==> config.mk <==
export PLATFORM = sky130hd
export DESIGN_NAME = ipll_top
export DESIGN_NICKNAME = d
export VERILOG_FILES = /design/src/hw/ipll_pkg.sv /design/src/hw/ipll_top.sv
export VERILOG_INCLUDE_DIRS = /design/src /design/src/hw
export SDC_FILE = /design/constraint.sdc
export NUM_CORES = 1
export LEC_CHECK = 0
export BUFFER_PORTS_ARGS = -buffer_cell sky130_fd_sc_hd__buf_4
export CORE_AREA = 2 2 89 155
export DETAILED_ROUTE_END_ITERATION = 16
export DIE_AREA = 0 0 91 157
export PLACE_DENSITY_LB_ADDON = 0.1
export SLEW_MARGIN = 20
export SYNTH_ARGS = -nofsm -noshare
export SYNTH_HDL_FRONTEND = slang
export SYNTH_SLANG_ARGS = --single-unit
==> constraint.sdc <==
create_clock -name CLK_IN -period 3.9 [get_ports CLK_IN]
set_input_delay 0.195 -clock CLK_IN [delete_from_list [all_inputs] [get_ports CLK_IN]]
set_output_delay 0.195 -clock CLK_IN [all_outputs]
set_load 0.005 [all_outputs]
==> src/hw/ipll_defs.svh <==
// constants for the integer-n synthesizer control block
// assumes inclusion by the top module and the bench only
`ifndef IPLL_DEFS_SVH
`define IPLL_DEFS_SVH
`define IPLL_FRAME_BITS  5'd25
`define IPLL_CNT_W       5
`define IPLL_ADDR_RDIV   5'h00
`define IPLL_ADDR_NLO    5'h01
`define IPLL_ADDR_NHI    5'h02
`define IPLL_PSC32_BIT   2
`define IPLL_RDIV_RST    16'h0001
`define IPLL_NLO_RST     16'h0400
`define IPLL_NHI_RST     16'h0004
`define IPLL_DEV_CODE    4'h9
`define IPLL_LOCK_WIN    8'h04
`define IPLL_LOCK_CYC    8'h10
`endif

==> src/hw/ipll_pkg.sv <==
// types shared by the synthesizer control block
// assumes nothing beyond the constants header
package ipll_pkg;
  typedef struct packed {
    logic [3:0]  dev;
    logic [4:0]  addr;
    logic [15:0] data;
  } ipll_frame_s;

  typedef struct packed {
    logic [10:0] rdiv;
    logic        psc32;
    logic [12:0] main_cnt;
    logic [4:0]  swallow;
  } ipll_cfg_s;
endpackage : ipll_pkg

==> src/hw/ipll_top.sv <==
// serial register port, reference and feedback dividers, phase
// detector and lock detector of an integer-n synthesizer.
// assumes all pins are asynchronous to CLK_IN; pin clocks must be
// well below a quarter of CLK_IN so that every edge is seen.
// How it works
// - a frame is exactly 25 bits and makes one register write
// - bits 15:0 data, 20:16 register address, 24:21 device code
// - host drives bus clock, latch strobe and serial data
// - three registers hold reference and two feedback words
// - reference clock divided by 11-bit value feeds phase detector
// - reference ratios 1 to 2047 all supported
// - feedback: 16/17 or 32/33 prescaler, main and swallow counters
// - feedback ratio is prescaler times main plus swallow
// - feedback ratios from prescaler times (prescaler - 1) up to 131071 (16/17) or 262143 (32/33)
// - phase detector acts on rising edges of both inputs only
// - raise on positive phase error, lower on negative
// - lock after enough consecutive narrow raise/lower gaps
// - lock indicator high while locked, low otherwise
// - per-channel shutdown input, high disables the channel
// - high word bits 1:0 are ratio msbs, low word the 16 lsbs
// - serial data sampled on bus clock rising edge
`timescale 1ns/10ps
`include "ipll_defs.svh"

module ipll_top #(
  parameter logic [3:0] DEV_CODE = `IPLL_DEV_CODE, // arbitrary value
  parameter logic [7:0] LOCK_WIN = `IPLL_LOCK_WIN,
  parameter logic [7:0] LOCK_CYC = `IPLL_LOCK_CYC
) (
  input  wire logic CLK_IN,
  input  wire logic SYS_RST_IN,
  input  wire logic BUS_CLK_IN,
  input  wire logic LATCH_STROBE_IN,
  input  wire logic SERIAL_DATA_IN,
  input  wire logic REF_CLK_IN,
  input  wire logic FB_CLK_IN,
  input  wire logic CHANNEL_A_SHUTDOWN_IN,
  input  wire logic CHANNEL_B_SHUTDOWN_IN,
  output logic      PUMP_RAISE_PULSE_OUT,
  output logic      PUMP_LOWER_PULSE_OUT,
  output logic      LOCK_INDICATOR_OUT,
  output logic      CHANNEL_A_ENABLE_OUT,
  output logic      CHANNEL_B_ENABLE_OUT
);

  // ==========================================================
  // pin synchronisers
  logic [6:0] meta_q;
  logic [6:0] sync_q;
  logic [6:0] prev_q;
  logic       sclk_rise;
  logic       strobe_rise;
  logic       ref_rise;
  logic       fb_rise;

  always_ff @(posedge CLK_IN) begin
    if (SYS_RST_IN) begin
      // strobe idles high: reset to that level so no false rise follows
      meta_q <= 7'h02;
      sync_q <= 7'h02;
      prev_q <= 7'h02;
    end else begin
      meta_q <= {CHANNEL_B_SHUTDOWN_IN, CHANNEL_A_SHUTDOWN_IN, FB_CLK_IN,
                 REF_CLK_IN, SERIAL_DATA_IN, LATCH_STROBE_IN, BUS_CLK_IN};
      sync_q <= meta_q;
      prev_q <= sync_q;
    end
  end

  assign sclk_rise = sync_q[0] & ~prev_q[0];
  assign strobe_rise = sync_q[1] & ~prev_q[1];
  assign ref_rise  = sync_q[3] & ~prev_q[3];
  assign fb_rise   = sync_q[4] & ~prev_q[4];

  // ==========================================================
  // serial port and divider registers
  logic [24:0]              shift_q, shift_d;
  logic [`IPLL_CNT_W-1:0]   bits_q, bits_d;
  logic [15:0]              rword_q, rword_d;
  logic [15:0]              nlo_q, nlo_d;
  logic [15:0]              nhi_q, nhi_d;
  logic                     frame_ok;
  ipll_pkg::ipll_frame_s    frame;

  assign frame    = shift_q;
  assign frame_ok = (bits_q == `IPLL_FRAME_BITS)
                    && (frame.dev == DEV_CODE);

  always_comb begin
    shift_d = shift_q;
    bits_d  = bits_q;
    rword_d = rword_q;
    nlo_d   = nlo_q;
    nhi_d   = nhi_q;
    if (strobe_rise) begin
      bits_d = '0;
      if (frame_ok) begin
        case (frame.addr)
          `IPLL_ADDR_RDIV: rword_d = frame.data;
          `IPLL_ADDR_NLO:  nlo_d   = frame.data;
          `IPLL_ADDR_NHI:  nhi_d   = frame.data;
          default: ;
        endcase
      end
    end else if (!sync_q[1] && sclk_rise) begin
      shift_d = {shift_q[23:0], sync_q[2]};
      // saturate so that a long frame never aliases to 25 bits
      if (bits_q != 5'h1f) begin
        bits_d = bits_q + 5'h01;
      end
    end
  end

  always_ff @(posedge CLK_IN) begin
    if (SYS_RST_IN) begin
      shift_q <= '0;
      bits_q  <= '0;
      rword_q <= `IPLL_RDIV_RST;
      nlo_q   <= `IPLL_NLO_RST;
      nhi_q   <= `IPLL_NHI_RST;
    end else begin
      shift_q <= shift_d;
      bits_q  <= bits_d;
      rword_q <= rword_d;
      nlo_q   <= nlo_d;
      nhi_q   <= nhi_d;
    end
  end

  // ==========================================================
  // configuration decode
  ipll_pkg::ipll_cfg_s cfg;
  logic [17:0]         nval;
  logic [10:0]         r_eff;

  assign nval = {nhi_q[1:0], nlo_q};
  // ratio 0 is not meaningful, it behaves as 1
  assign r_eff = (rword_q[10:0] == 11'h000) ? 11'h001 : rword_q[10:0];
  // n = p*m + a is the same ratio as p*(m+1) - (p-a); ratios below p*(p-1)
  // can leave too few main cycles to swallow and are outside the range
  always_comb begin
    cfg.rdiv  = r_eff;
    cfg.psc32 = nhi_q[`IPLL_PSC32_BIT];
    if (cfg.psc32) begin
      cfg.main_cnt = nval[17:5];
      cfg.swallow  = nval[4:0];
    end else begin
      cfg.main_cnt = nval[16:4]; // 13-bit main limits 16/17 mode
      cfg.swallow  = {1'b0, nval[3:0]};
    end
  end

  // ==========================================================
  // reference and feedback dividers
  logic [10:0] rcnt_q, rcnt_d;
  logic [5:0]  pcnt_q, pcnt_d;
  logic [12:0] mcnt_q, mcnt_d;
  logic        ref_p_q, ref_p_d;
  logic        fb_p_q, fb_p_d;
  logic [5:0]  modulus;

  always_comb begin
    modulus = cfg.psc32 ? 6'h20 : 6'h10;
    // first swallow main cycles use p+1; read from the live word, and a write
    // does not restart the counters, so the cycle in progress mixes old and new
    if (mcnt_q < {8'h00, cfg.swallow}) begin
      modulus = modulus + 6'h01;
    end
  end

  always_comb begin
    rcnt_d  = rcnt_q;
    pcnt_d  = pcnt_q;
    mcnt_d  = mcnt_q;
    ref_p_d = 1'b0;
    fb_p_d  = 1'b0;
    if (ref_rise) begin
      if (rcnt_q >= cfg.rdiv - 11'h001) begin
        rcnt_d  = '0;
        ref_p_d = 1'b1;
      end else begin
        rcnt_d = rcnt_q + 11'h001;
      end
    end
    if (fb_rise) begin
      if (pcnt_q >= modulus - 6'h01) begin
        pcnt_d = '0;
        if (mcnt_q >= cfg.main_cnt - 13'h0001) begin
          mcnt_d = '0;
          fb_p_d = 1'b1;
        end else begin
          mcnt_d = mcnt_q + 13'h0001;
        end
      end else begin
        pcnt_d = pcnt_q + 6'h01;
      end
    end
  end

  always_ff @(posedge CLK_IN) begin
    if (SYS_RST_IN) begin
      rcnt_q  <= '0;
      pcnt_q  <= '0;
      mcnt_q  <= '0;
      ref_p_q <= 1'b0;
      fb_p_q  <= 1'b0;
    end else begin
      rcnt_q  <= rcnt_d;
      pcnt_q  <= pcnt_d;
      mcnt_q  <= mcnt_d;
      ref_p_q <= ref_p_d;
      fb_p_q  <= fb_p_d;
    end
  end

  // ==========================================================
  // phase detector and lock detector
  logic       up_q, up_d;
  logic       lower_q, lower_d;
  logic [7:0] gap_q, gap_d;
  logic [7:0] lkc_q, lkc_d;
  logic       lock_q, lock_d;
  logic       close;
  logic       narrow;

  assign close  = (ref_p_q & fb_p_q) | (up_q & fb_p_q) | (lower_q & ref_p_q);
  assign narrow = gap_q < LOCK_WIN;

  always_comb begin
    up_d  = up_q;
    lower_d = lower_q;
    gap_d = gap_q;
    lkc_d = lkc_q;
    lock_d = lock_q;
    if (close) begin
      up_d  = 1'b0;
      lower_d = 1'b0;
      gap_d = '0;
      if (narrow) begin
        if (lkc_q != 8'hff) begin
          lkc_d = lkc_q + 8'h01;
        end
        lock_d = lock_q | (lkc_q >= LOCK_CYC - 8'h01);
      end else begin
        lkc_d  = '0;
        lock_d = 1'b0;
      end
    end else begin
      if (ref_p_q) begin
        up_d = 1'b1;
      end
      if (fb_p_q) begin
        lower_d = 1'b1;
      end
      if ((up_q | lower_q) && gap_q != 8'hff) begin
        gap_d = gap_q + 8'h01;
      end
    end
  end

  always_ff @(posedge CLK_IN) begin
    if (SYS_RST_IN) begin
      up_q   <= 1'b0;
      lower_q <= 1'b0;
      gap_q  <= '0;
      lkc_q  <= '0;
      lock_q <= 1'b0;
    end else begin
      up_q   <= up_d;
      lower_q <= lower_d;
      gap_q  <= gap_d;
      lkc_q  <= lkc_d;
      lock_q <= lock_d;
    end
  end

  assign PUMP_RAISE_PULSE_OUT = up_q;
  assign PUMP_LOWER_PULSE_OUT = lower_q;
  assign LOCK_INDICATOR_OUT   = lock_q;
  assign CHANNEL_A_ENABLE_OUT = ~sync_q[5];
  assign CHANNEL_B_ENABLE_OUT = ~sync_q[6];
endmodule : ipll_top

==> impl_metrics.py, run 1 <==
metrics = {
    "clocking": {
        "cts-htree-levels": 4,
        "clkSinkCount": 129,
        "cts-root-buf": "clkbuf_16",
        "clockBufferDepth": 2,
        "cts_buffers": 17,
        "cts_tree": "built",
        "clkTransAtPathRegs_ns": 0.06,
        "clk_latency_ns": 0.41,
    },
    "worst_setup_path": {
        "critPathCaptureType": "flip-flop",
        "path_cells": "or3_1 -> or4b_4 -> or3_4 -> or3_4 -> o311ai_2 -> nor2_1 -> ha_1 -> nand2_1 -> o21ai_0 -> a21oi_1 -> o21ai_2 -> or4_1 -> a31oi_1",
        "max_stage_delay_ns": 0.52,
        "crit_slowest_cell": "or4b_4",
        "reg2regPathDepth": 13,
        "cp_max_fo": 6,
        "required_ns": 4.23,
        "cp.arrival_ns": 4.06,
        "worst-setup-path-type": "reg -> reg",
        "start_kind": "flip-flop",
        "cpMostUsedCell": "or3_4",
    },
    "layout": {
        "final_nets": 833,
        "finalNonFillerCells": 963,
        "final_cell_mix": "dfxtp_1 (128), nand2_1 (128), nor2_1 (90), a21oi_1 (68), ha_1 (45)",
        "area_growth_pct": 13.7,
        "diodes": 0,
        "drive_above_1_share": 0.0922,
    },
    "sta": {
        "slew_violations": 0,
        "min_period_ns": 3.73,
        "setup_viol": 0,
        "setup_slack_ns": 0.168,
        "fmax_mhz": 268,
        "clock_skew_ns": 0.0126,
        "final_hold_viol_count": 0,
        "slew_headroom": 0.324,
        "worst_slew_pin_slew_ns": 1.00,
        "finalCritPeriodShare": 0.957,
    },
    "drt": {
        "ant_nets": 0,
        "wl_mm": 12.8,
        "route.vias.total": 5155,
        "drc": 0,
        "drtPass1Iterations": 4,
        "drt_iter0_drc": 149,
        "wire_per_inst_um": 13.3,
        "viasPerCell": 5.35,
    },
    "pwr": {
        "powerDensity_nw_per_um2": 401,
        "ir_drop_mv": 0.281,
        "leakagePower_nw": 2.78,
        "total_power_mw": 2.90,
    },
    "global_route": {
        "grt_max_degree": 81,
        "grt_pass1_vias": 4907,
        "antenna_found_initial": 0,
        "grt_overflow": 0,
        "grt_pass1_wl_mm": 22.0,
        "grt_usage": 0.186,
    },
    "floorplan": {
        "die_w_um": 91,
        "num_rows": 55,
        "start_util": 0.492,
        "fp.coreArea_um2": 12900,
        "dieHeight_um": 157,
        "io_pins": 14,
        "die_area_um2": 14300,
    },
    "synthesis": {
        "synth_edf_count": 0,
        "syn_inst": 766,
        "ys_ff_latch": 129,
        "synthFlopType": "dfxtp_1",
        "synth.net_count": 820,
        "synth_cell_types": 60,
        "synth.yosys.seq_area_share": 0.406,
        "yosysWarnings": 0,
        "synth_area_um2": 6370,
        "syn_area_per_cell_um2": 8.31,
        "async_flop_share": 0,
    },
    "placed_design": {
        "gp_congestion": 0.781,
        "dp.final_hpwl_mm": 9.13,
        "io_buffer_count": 13,
        "preCtsSetupSlack_ns": 0.0794,
        "dp_cells": 926,
    },
    "run_status": {
        "outcome": "completed",
    },
    "min_path": {
        "hold_depth": 2,
        "hp-class": "in -> reg",
    },
    "flow_run": {
        "drv_cap": 0,
    },
}
==> routing by layer <==
layer  GRT usage  vias up  wire [um]
met1       0.199     2414       5510
met2       0.347       64       6650
met5           0        -          0
met3      0.0378       30        256
li1            -     2647          -
met4      0.0880        0        368
==> report_power, final <==
| group | leakage, nW | switching, mW | internal, mW | total (mW) |
|---|---|---|---|---|
| clock network | 0.269 | 0.610 | 0.888 | 1.50 |
| registers | 1.04 | 0.00728 | 1.33 | 1.34 |
| logic | 1.47 | 0.0416 | 0.0284 | 0.0701 |
| total | 2.78 | 0.658 | 2.25 | 2.90 |
==> per-stage QoR <==
step                      setup TNS [ns]  hold slack, ns   util  cell area, um2
after global routing             -0.0286         0.00645  0.560            7240
after detailed placement               0           0.383  0.511            6610
after global placement                 0           0.381  0.511            6610
after CTS                              0         0.00195  0.557            7210
after floorplan                        0           0.299      -            6370
final                                  0         0.00829  0.560            7240
==> kinds of logic after synthesis <==
kind of cell             share of synthesized area
flip-flops                                   0.406
AO/OA/AOI/OAI                                0.111
multiplexers                                0.0332
adder cells (fa/ha/maj)                     0.0884
XOR/XNOR                                    0.0702
AND/OR/NAND/NOR                              0.255
buffers and inverters                       0.0368
==> final cells by class <==
type,count,area (um2)
repair buffers,26,205
clock inverters,13,129
fillers,1247,5700
flip-flops and latches,129,2580
clock buffers,19,433
well taps,171,214
multi-input cells,581,3580
inverters,24,90.1
==> cells in the mapped netlist, types with 4 or more instances <==
| cell type | count | area [um2] |
|---|---|---|
| xor2_1 | 31 | 272 |
| nor4_1 | 7 | 43.8 |
| nor2b_1 | 22 | 138 |
| nor2_1 | 90 | 338 |
| or3_1 | 7 | 43.8 |
| xnor2_1 | 20 | 175 |
| nand2_1 | 128 | 480 |
| and3_1 | 9 | 56.3 |
| nand3_1 | 22 | 110 |
| inv_1 | 24 | 90.1 |
| nand4_1 | 11 | 68.8 |
| ha_1 | 45 | 563 |
| nor3_1 | 22 | 110 |
| dfxtp_1 | 129 | 2580 |
| mux2i_1 | 20 | 200 |
| or2_2 | 6 | 37.5 |
| a21oi_1 | 68 | 340 |
| clkbuf_1 | 24 | 90.1 |
| o21ai_0 | 14 | 70.1 |
| nand2b_1 | 4 | 25.0 |
==> registers in the layout, indices dropped and copies added (netlist names) <==
name and flops:
sync_q 7, gap_q 8, LOCK_INDICATOR_OUT 1, pcnt_q 6, mcnt_q 13, nhi_q 3, ref_p_q 1, rword_q 11
prev_q 4, fb_p_q 1, frame 25, nlo_q 16, PUMP_RAISE_PULSE_OUT 1, lkc_q 8, meta_q 7, bits_q 5
PUMP_LOWER_PULSE_OUT 1, rcnt_q 11
==> final timing paths <==
kind	start	endpoint	slack [ns]
max	nlo_q[5]$_SDFFE_PP0P_	mcnt_q[6]$_SDFFE_PP0P_	0.17
min	REF_CLK_IN	meta_q[3]$_SDFF_PP0_	0.008
max reg2reg	nlo_q[5]$_SDFFE_PP0P_	mcnt_q[6]$_SDFFE_PP0P_	0.17
min reg2reg	meta_q[1]$_SDFF_PP1_	sync_q[1]$_SDFF_PP1_	0.41
==> timing repair <==
action | 4_1_cts | 5_1_grt
hold endpoints to repair | 4 | 0
resized for setup | 0 | 6
hold buffers | 4 | 0
setup buffers | 0 | 1
endpoints found under the setup margin | 0 | 13
==> worst max-delay path: cells and delay by family (launching register included) <==
family                   cells  cell delay, ns
AND/OR/NAND/NOR              7            2.21
AO/OA/AOI/OAI                5            0.83
flip-flops                   1            0.35
adder cells (fa/ha/maj)      1            0.28
Power figures use the tool's default switching activity.
==> run 2, diff against run 1 <==
--- a/config.mk
+++ b/config.mk
@@ -6,12 +6,12 @@
 export SDC_FILE = /design/constraint.sdc
 export NUM_CORES = 1
 export LEC_CHECK = 0
+export ABC_AREA = 1
 export BUFFER_PORTS_ARGS = -buffer_cell sky130_fd_sc_hd__buf_4
-export CORE_AREA = 2 2 89 155
+export CORE_AREA = 2 2 90 157
 export DETAILED_ROUTE_END_ITERATION = 16
-export DIE_AREA = 0 0 91 157
+export DIE_AREA = 0 0 92 159
 export PLACE_DENSITY_LB_ADDON = 0.1
-export SLEW_MARGIN = 20
 export SYNTH_ARGS = -nofsm -noshare
 export SYNTH_HDL_FRONTEND = slang
 export SYNTH_SLANG_ARGS = --single-unit
==> run 2 against run 1 <==
Effect of this change: combinational power grew 19%; utilization grew 0.15 points; critical endpoint is now mcnt_q[10]$_SDFFE_PP0P_; critical path depth grew 4; fmax grew 8.2%; register-to-register slack gained 0.28 ns; largest power group unchanged; sequential power is essentially flat.
==> impl_metrics.py, run 2 <==
metrics = {
    "sta": {
        "final_hold_viol_count": 0,
        "fin_setup_tns_ns": 0,
        "clock_skew_ns": 0.0183,
        "min_period_ns": 3.45,
        "fmax_mhz": 290,
        "finalCritPeriodShare": 0.884,
        "worst_slew_pin_slew_ns": 0.898,
        "slew_headroom": 0.400,
        "slew_violations": 0,
        "setup_viol": 0,
        "rsz0062_at_grt": "no",
    },
    "layout": {
        "final_common_cell": "nand2_1",
        "finalNonFillerCells": 1135,
        "fillerInstances": 1339,
        "diodes": 0,
        "area_growth_pct": 13.8,
        "final_nets": 1002,
        "final_cell_mix": "nand2_1 (173), nor2_1 (146), dfxtp_1 (129), inv_1 (123), o21ai_0 (78)",
        "largest_reg_flops": 25,
        "drive_above_1_share": 0.0708,
    },
    "clocking": {
        "cts_tree": "built",
        "clockBufferDepth": 2,
        "cts-htree-levels": 4,
        "cts-root-buf": "clkbuf_16",
        "clkSinkCount": 129,
        "cts_resized": 0,
        "post_cts_buffers": 0,
        "clk_latency_ns": 0.42,
        "cts_buffers": 17,
        "clkTransAtPathRegs_ns": 0.07,
    },
    "worst_setup_path": {
        "cp_top_family": "simple AND/OR/NAND/NOR gates",
        "path_buf_inv": 4,
        "worst-setup-path-type": "reg -> reg",
        "path_cells": "ha_1 -> a21o_1 -> a221oi_1 -> nand3_1 -> inv_1 -> ha_1 -> inv_1 -> ha_1 -> nand2_1 -> inv_1 -> a21oi_1 -> nand2_1 -> nand2_2 -> nand2_2 -> nand2_1 -> inv_2 -> nor2_1",
        "start_kind": "flip-flop",
        "max_stage_delay_ns": 0.44,
        "critPathCaptureType": "flip-flop",
        "cp.arrival_ns": 3.79,
        "cp_max_fo": 9,
        "required_ns": 4.24,
        "crit_slowest_cell": "dfxtp_1",
    },
    "pwr": {
        "powerDensity_nw_per_um2": 392,
        "seqPwrFrac": 0.457,
        "p_sw_uw": 722,
        "pwr-share-clk": 0.514,
        "leakagePower_nw": 3.27,
        "p_int_mw": 2.21,
        "switching_share": 0.246,
        "total_power_mw": 2.93,
        "pwr-share-comb": 0.028,
        "ir_drop_mv": 0.255,
    },
    "drt": {
        "viasPerCell": 4.93,
        "drc": 0,
        "drt_iter0_drc": 206,
        "route.vias.total": 5597,
        "drtPass1Iterations": 4,
        "ant_nets": 0,
        "wl_mm": 13.6,
        "wire_per_inst_um": 12.0,
    },
    "floorplan": {
        "num_rows": 56,
        "fp.coreArea_um2": 13300,
        "io_pins": 14,
        "dieHeight_um": 159,
        "die_area_um2": 14600,
        "start_util": 0.493,
        "die_w_um": 92,
    },
    "global_route": {
        "grt_pass1_wl_mm": 24.0,
        "grt_max_degree": 33,
        "grt_overflow": 0,
        "grt_usage": 0.201,
        "antenna_found_initial": 0,
        "grt_pass1_vias": 5462,
    },
    "run_status": {
        "outcome": "completed",
    },
    "synthesis": {
        "syn_inst": 923,
        "async_flop_share": 0,
        "synth_top_area_share": 0.393,
        "synth.area.top_cells": "dfxtp_1 (39%), nand2_1 (9.9%), ha_1 (8.6%)",
        "synth_top_area_cell": "dfxtp_1",
        "synthFlopType": "dfxtp_1",
        "syn_area_per_cell_um2": 7.11,
        "ys_ff_latch": 129,
        "synth_cell_types": 39,
        "yosysWarnings": 0,
        "yosysMostFrequentCell": "nand2_1",
        "netlist_top_cells_count": "nand2_1 (173), nor2_1 (146), dfxtp_1 (129)",
        "synth_area_um2": 6560,
        "synth.yosys.seq_area_share": 0.393,
        "synth.net_count": 977,
        "synth_edf_count": 0,
    },
    "min_path": {
        "hp-class": "in -> reg",
    },
    "placed_design": {
        "dp.final_hpwl_mm": 10.3,
        "io_buffer_count": 13,
        "dp_cells": 1096,
        "gp_congestion": 0.828,
    },
    "flow_run": {
        "drv_cap": 0,
    },
}
==> run 2: kinds of logic (layout without fill, tap and decap cells) <==
group	count (synthesis)	count (layout)	synth area share
fa+ha+maj	45	45	0.0858
buf+inv	144	182	0.0843
simple gates	414	414	0.265
mux	1	1	0.00153
xor+xnor	32	32	0.0427
compound gates	158	158	0.128
flops	129	129	0.393
==> run 2: final cells by class <==
type / instances / area (um2) / area share
multi-input cells: 650 / 3430 / 0.459
flip-flops and latches: 129 / 2580 / 0.346
inverters: 124 / 465 / 0.0623
clock buffers: 17 / 425 / 0.0570
well taps: 174 / 218 / 0.0291
repair buffers: 26 / 213 / 0.0285
clock inverters: 15 / 138 / 0.0184
==> run 2: per-layer routing <==
metal	up-vias	track usage	routed length (um)
met3	14	0.0426	153
met5	-	0	0
met2	41	0.388	7630
met4	0	0.0692	187
li1	3024	-	-
met1	2518	0.208	5620
==> run 2: path summary, 6_finish.rpt <==
path,startpoint,end,slack (ns),cells after the start
worst min register to register,meta_q[4]$_SDFF_PP0_,sync_q[4]$_SDFF_PP0_,0.40,2
worst min-delay path,SYS_RST_IN,sync_q[6]$_SDFF_PP0_,0.12,2
worst max register to register,mcnt_q[2]$_SDFFE_PP0P_,mcnt_q[10]$_SDFFE_PP0P_,0.45,17
worst max-delay path,mcnt_q[2]$_SDFFE_PP0P_,mcnt_q[10]$_SDFFE_PP0P_,0.45,17
==> run 2: through the flow <==
| stage | hold slack [ns] | cell area [um2] | setup WS, ns | utilization |
|---|---|---|---|---|
| after global placement | 0.387 | 6840 | 0.480 | 0.514 |
| after CTS | 0.109 | 7470 | 0.384 | 0.561 |
| final | 0.118 | 7470 | 0.451 | 0.561 |
| after detailed placement | 0.387 | 6840 | 0.395 | 0.514 |
| after global routing | 0.116 | 7470 | 0.0337 | 0.561 |
| after floorplan | 0.299 | 6560 | 0.754 | - |
==> run 2: repair_timing <==
action / in CTS / in global routing
setup endpoints to repair: 0 / 0
endpoints found under the hold margin: 7 / 0
hold buffers: 7 / 0
==> run 2: power groups by stage <==
stage / Sequential, mW / Clock [mW] / Combinational [mW]
finish: 1.34 / 1.51 / 0.0831
global route: 1.34 / 1.61 / 0.0965
CTS: 1.34 / 1.55 / 0.0847
detailed placement: 1.37 / 0 / 0.0786
global placement: 1.37 / 0 / 0.0780
floorplan: 1.37 / 0 / 0.0549
==> run 3, diff against run 2 <==
--- a/config.mk
+++ b/config.mk
@@ -11,7 +11,7 @@
 export CORE_AREA = 2 2 90 157
 export DETAILED_ROUTE_END_ITERATION = 16
 export DIE_AREA = 0 0 92 159
-export PLACE_DENSITY_LB_ADDON = 0.1
+export PLACE_DENSITY = 0.67
 export SYNTH_ARGS = -nofsm -noshare
 export SYNTH_HDL_FRONTEND = slang
 export SYNTH_SLANG_ARGS = --single-unit
==> constraint.sdc (replaced) <==
create_clock -name CLK_IN -period 3.9 [get_ports CLK_IN]
set_input_delay 0.195 -clock CLK_IN [delete_from_list [all_inputs] [get_ports CLK_IN]]
set_output_delay 0.195 -clock CLK_IN [all_outputs]
set_load 0.05 [all_outputs]
==> run 3 against run 2 <==
Effect of this change: total power grew 3.6%; fmax grew 0.65%; clock power grew 7%; non-clock buffer count shrank 2; worst hold slack gained 0.0041 ns; cell area grew 0.22%; critical path depth is the same; first-iteration DRC count shrank 19%.
==> impl_metrics.py, run 3 (same netlist as run 2, synthesis figures left out) <==
metrics = {
    "run_status": {
        "outcome": "completed",
    },
    "global_route": {
        "grt_pass1_vias": 5390,
        "grt_max_degree": 67,
        "grt_overflow": 0,
        "grt_pass1_wl_mm": 23.5,
        "grt_usage": 0.196,
        "antenna_found_initial": 0,
    },
    "layout": {
        "largest_reg_flops": 25,
        "final_cell_mix": "nand2_1 (173), nor2_1 (146), dfxtp_1 (129), inv_1 (123), o21ai_0 (78)",
        "final_nets": 1000,
        "area_growth_pct": 14.0,
        "design_area_um2": 7490,
        "diodes": 0,
        "drive_above_1_share": 0.0688,
        "final_common_cell": "nand2_1",
    },
    "sta": {
        "finalCritPeriodShare": 0.879,
        "hold_ws_ns": 0.122,
        "min_period_ns": 3.43,
        "slew_violations": 0,
        "rsz0062_at_grt": "no",
        "slew_headroom": 0.374,
        "setup_viol": 0,
        "clock_skew_ns": 0.0141,
        "final_hold_viol_count": 0,
        "worst_slew_pin_slew_ns": 0.937,
        "fin_setup_tns_ns": 0,
        "fmax_mhz": 292,
    },
    "floorplan": {
        "start_util": 0.493,
        "io_pins": 14,
        "dieHeight_um": 159,
        "die_w_um": 92,
        "num_rows": 56,
        "die_area_um2": 14600,
        "fp.coreArea_um2": 13300,
    },
    "worst_setup_path": {
        "critPathCaptureType": "flip-flop",
        "max_stage_delay_ns": 0.43,
        "worst-setup-path-type": "reg -> reg",
        "crit_slowest_cell": "dfxtp_1",
        "critPathCapture": "mcnt_q[12]$_SDFFE_PP0P_",
        "path_cells": "ha_1 -> a21o_1 -> a221oi_1 -> nand3_1 -> inv_1 -> ha_1 -> inv_1 -> ha_1 -> nand2_1 -> inv_1 -> a21oi_1 -> nand2_1 -> nand2_2 -> nand2_2 -> nand2_1 -> inv_2 -> nor2_1",
        "start_kind": "flip-flop",
        "critical_path_depth": 17,
        "r2r_end": "mcnt_q[12]$_SDFFE_PP0P_",
        "critPathLaunch": "mcnt_q[2]$_SDFFE_PP0P_",
        "timing.rr.start": "mcnt_q[2]$_SDFFE_PP0P_",
        "cp_top_family": "simple AND/OR/NAND/NOR gates",
        "cp_max_fo": 9,
        "r2r_slack_ns": 0.47,
        "required_ns": 4.25,
        "reg2regPathDepth": 17,
        "path_buf_inv": 4,
        "cp.arrival_ns": 3.78,
    },
    "clocking": {
        "cts-htree-levels": 4,
        "cts_tree": "built",
        "cts_resized": 0,
        "clkTransAtPathRegs_ns": 0.07,
        "clkSinkCount": 129,
        "cts_buffers": 17,
        "clk_latency_ns": 0.42,
        "post_cts_buffers": 0,
        "cts-root-buf": "clkbuf_16",
        "clockBufferDepth": 2,
    },
    "drt": {
        "drtPass1Iterations": 4,
        "route.vias.total": 5590,
        "wire_per_inst_um": 11.9,
        "drt_iter0_drc": 167,
        "viasPerCell": 4.93,
        "wl_mm": 13.5,
        "drc": 0,
        "ant_nets": 0,
    },
    "placed_design": {
        "gp_congestion": 0.815,
        "io_buffer_count": 13,
        "dp.final_hpwl_mm": 10.1,
        "place_area_um2": 6820,
    },
    "pwr": {
        "powerDensity_nw_per_um2": 405,
        "leakagePower_nw": 3.28,
        "ir_drop_mv": 0.332,
        "total_power_mw": 3.03,
    },
    "flow_run": {
        "drv_cap": 0,
    },
    "min_path": {
        "hp-class": "in -> reg",
    },
}
[run 3: changes by cell type in the layout (fill, tap and decap cells not counted)]
cell,change
buf_4,-2
bufinv_16,+2
clkinv_2,+1
inv_8,-3
[run 3: area by class of cell]
type	instances	area [um2]
multi-input cells	650	3430
fillers	1300	5830
well taps	174	218
inverters	124	465
clock buffers	17	425
repair buffers	24	198
flip-flops and latches	129	2580
clock inverters	15	169
[run 3: worst min-delay path by stage]
| stage | from | end | cells after the start |
|---|---|---|---|
| 3_5_place_dp | meta_q[4]$_SDFF_PP0_ | sync_q[4]$_SDFF_PP0_ | 2 |
| 4_1_cts | SYS_RST_IN | sync_q[4]$_SDFF_PP0_ | 2 |
| 5_1_grt | SYS_RST_IN | sync_q[5]$_SDFF_PP0_ | 2 |
| 2_1_floorplan | LATCH_STROBE_IN | meta_q[1]$_SDFF_PP1_ | 1 |
| 6_report | SYS_RST_IN | prev_q[0]$_SDFF_PP0_ | 2 |
| 3_3_place_gp | LATCH_STROBE_IN | meta_q[1]$_SDFF_PP1_ | 2 |
[run 3: per-stage QoR]
| stage | setup WS, ns | std cells | utilization |
|---|---|---|---|
| after floorplan | 0.754 | 923 | - |
| after global placement | 0.510 | 1094 | 0.512 |
| after detailed placement | 0.486 | 1094 | 0.512 |
| after CTS | 0.457 | 1133 | 0.562 |
| after global routing | 0.140 | 1133 | 0.562 |
| final | 0.473 | 1133 | 0.562 |
[run 3: timing repair]
item / 4_1_cts / 5_1_grt
endpoints found under the setup margin: 0 / 0
hold buffers: 7 / 0
endpoints found under the hold margin: 7 / 0
[run 3: where the power goes]
group / leakage, nW / total, mW / internal [mW] / switching (mW)
sequential: 1.04 / 1.34 / 1.33 / 0.00787
combinational: 1.95 / 0.0859 / 0.0309 / 0.0550
clock: 0.284 / 1.61 / 0.958 / 0.650
total: 3.28 / 3.03 / 2.32 / 0.713
[run 3: metal layers]
| metal | vias up | GRT usage | routed length [um] |
|---|---|---|---|
| li1 | 3015 | - | - |
| met1 | 2531 | 0.199 | 5580 |
| met2 | 33 | 0.390 | 7600 |
| met3 | 11 | 0.0369 | 184 |
| met4 | 0 | 0.0631 | 168 |
| met5 | - | 0 | 0 |
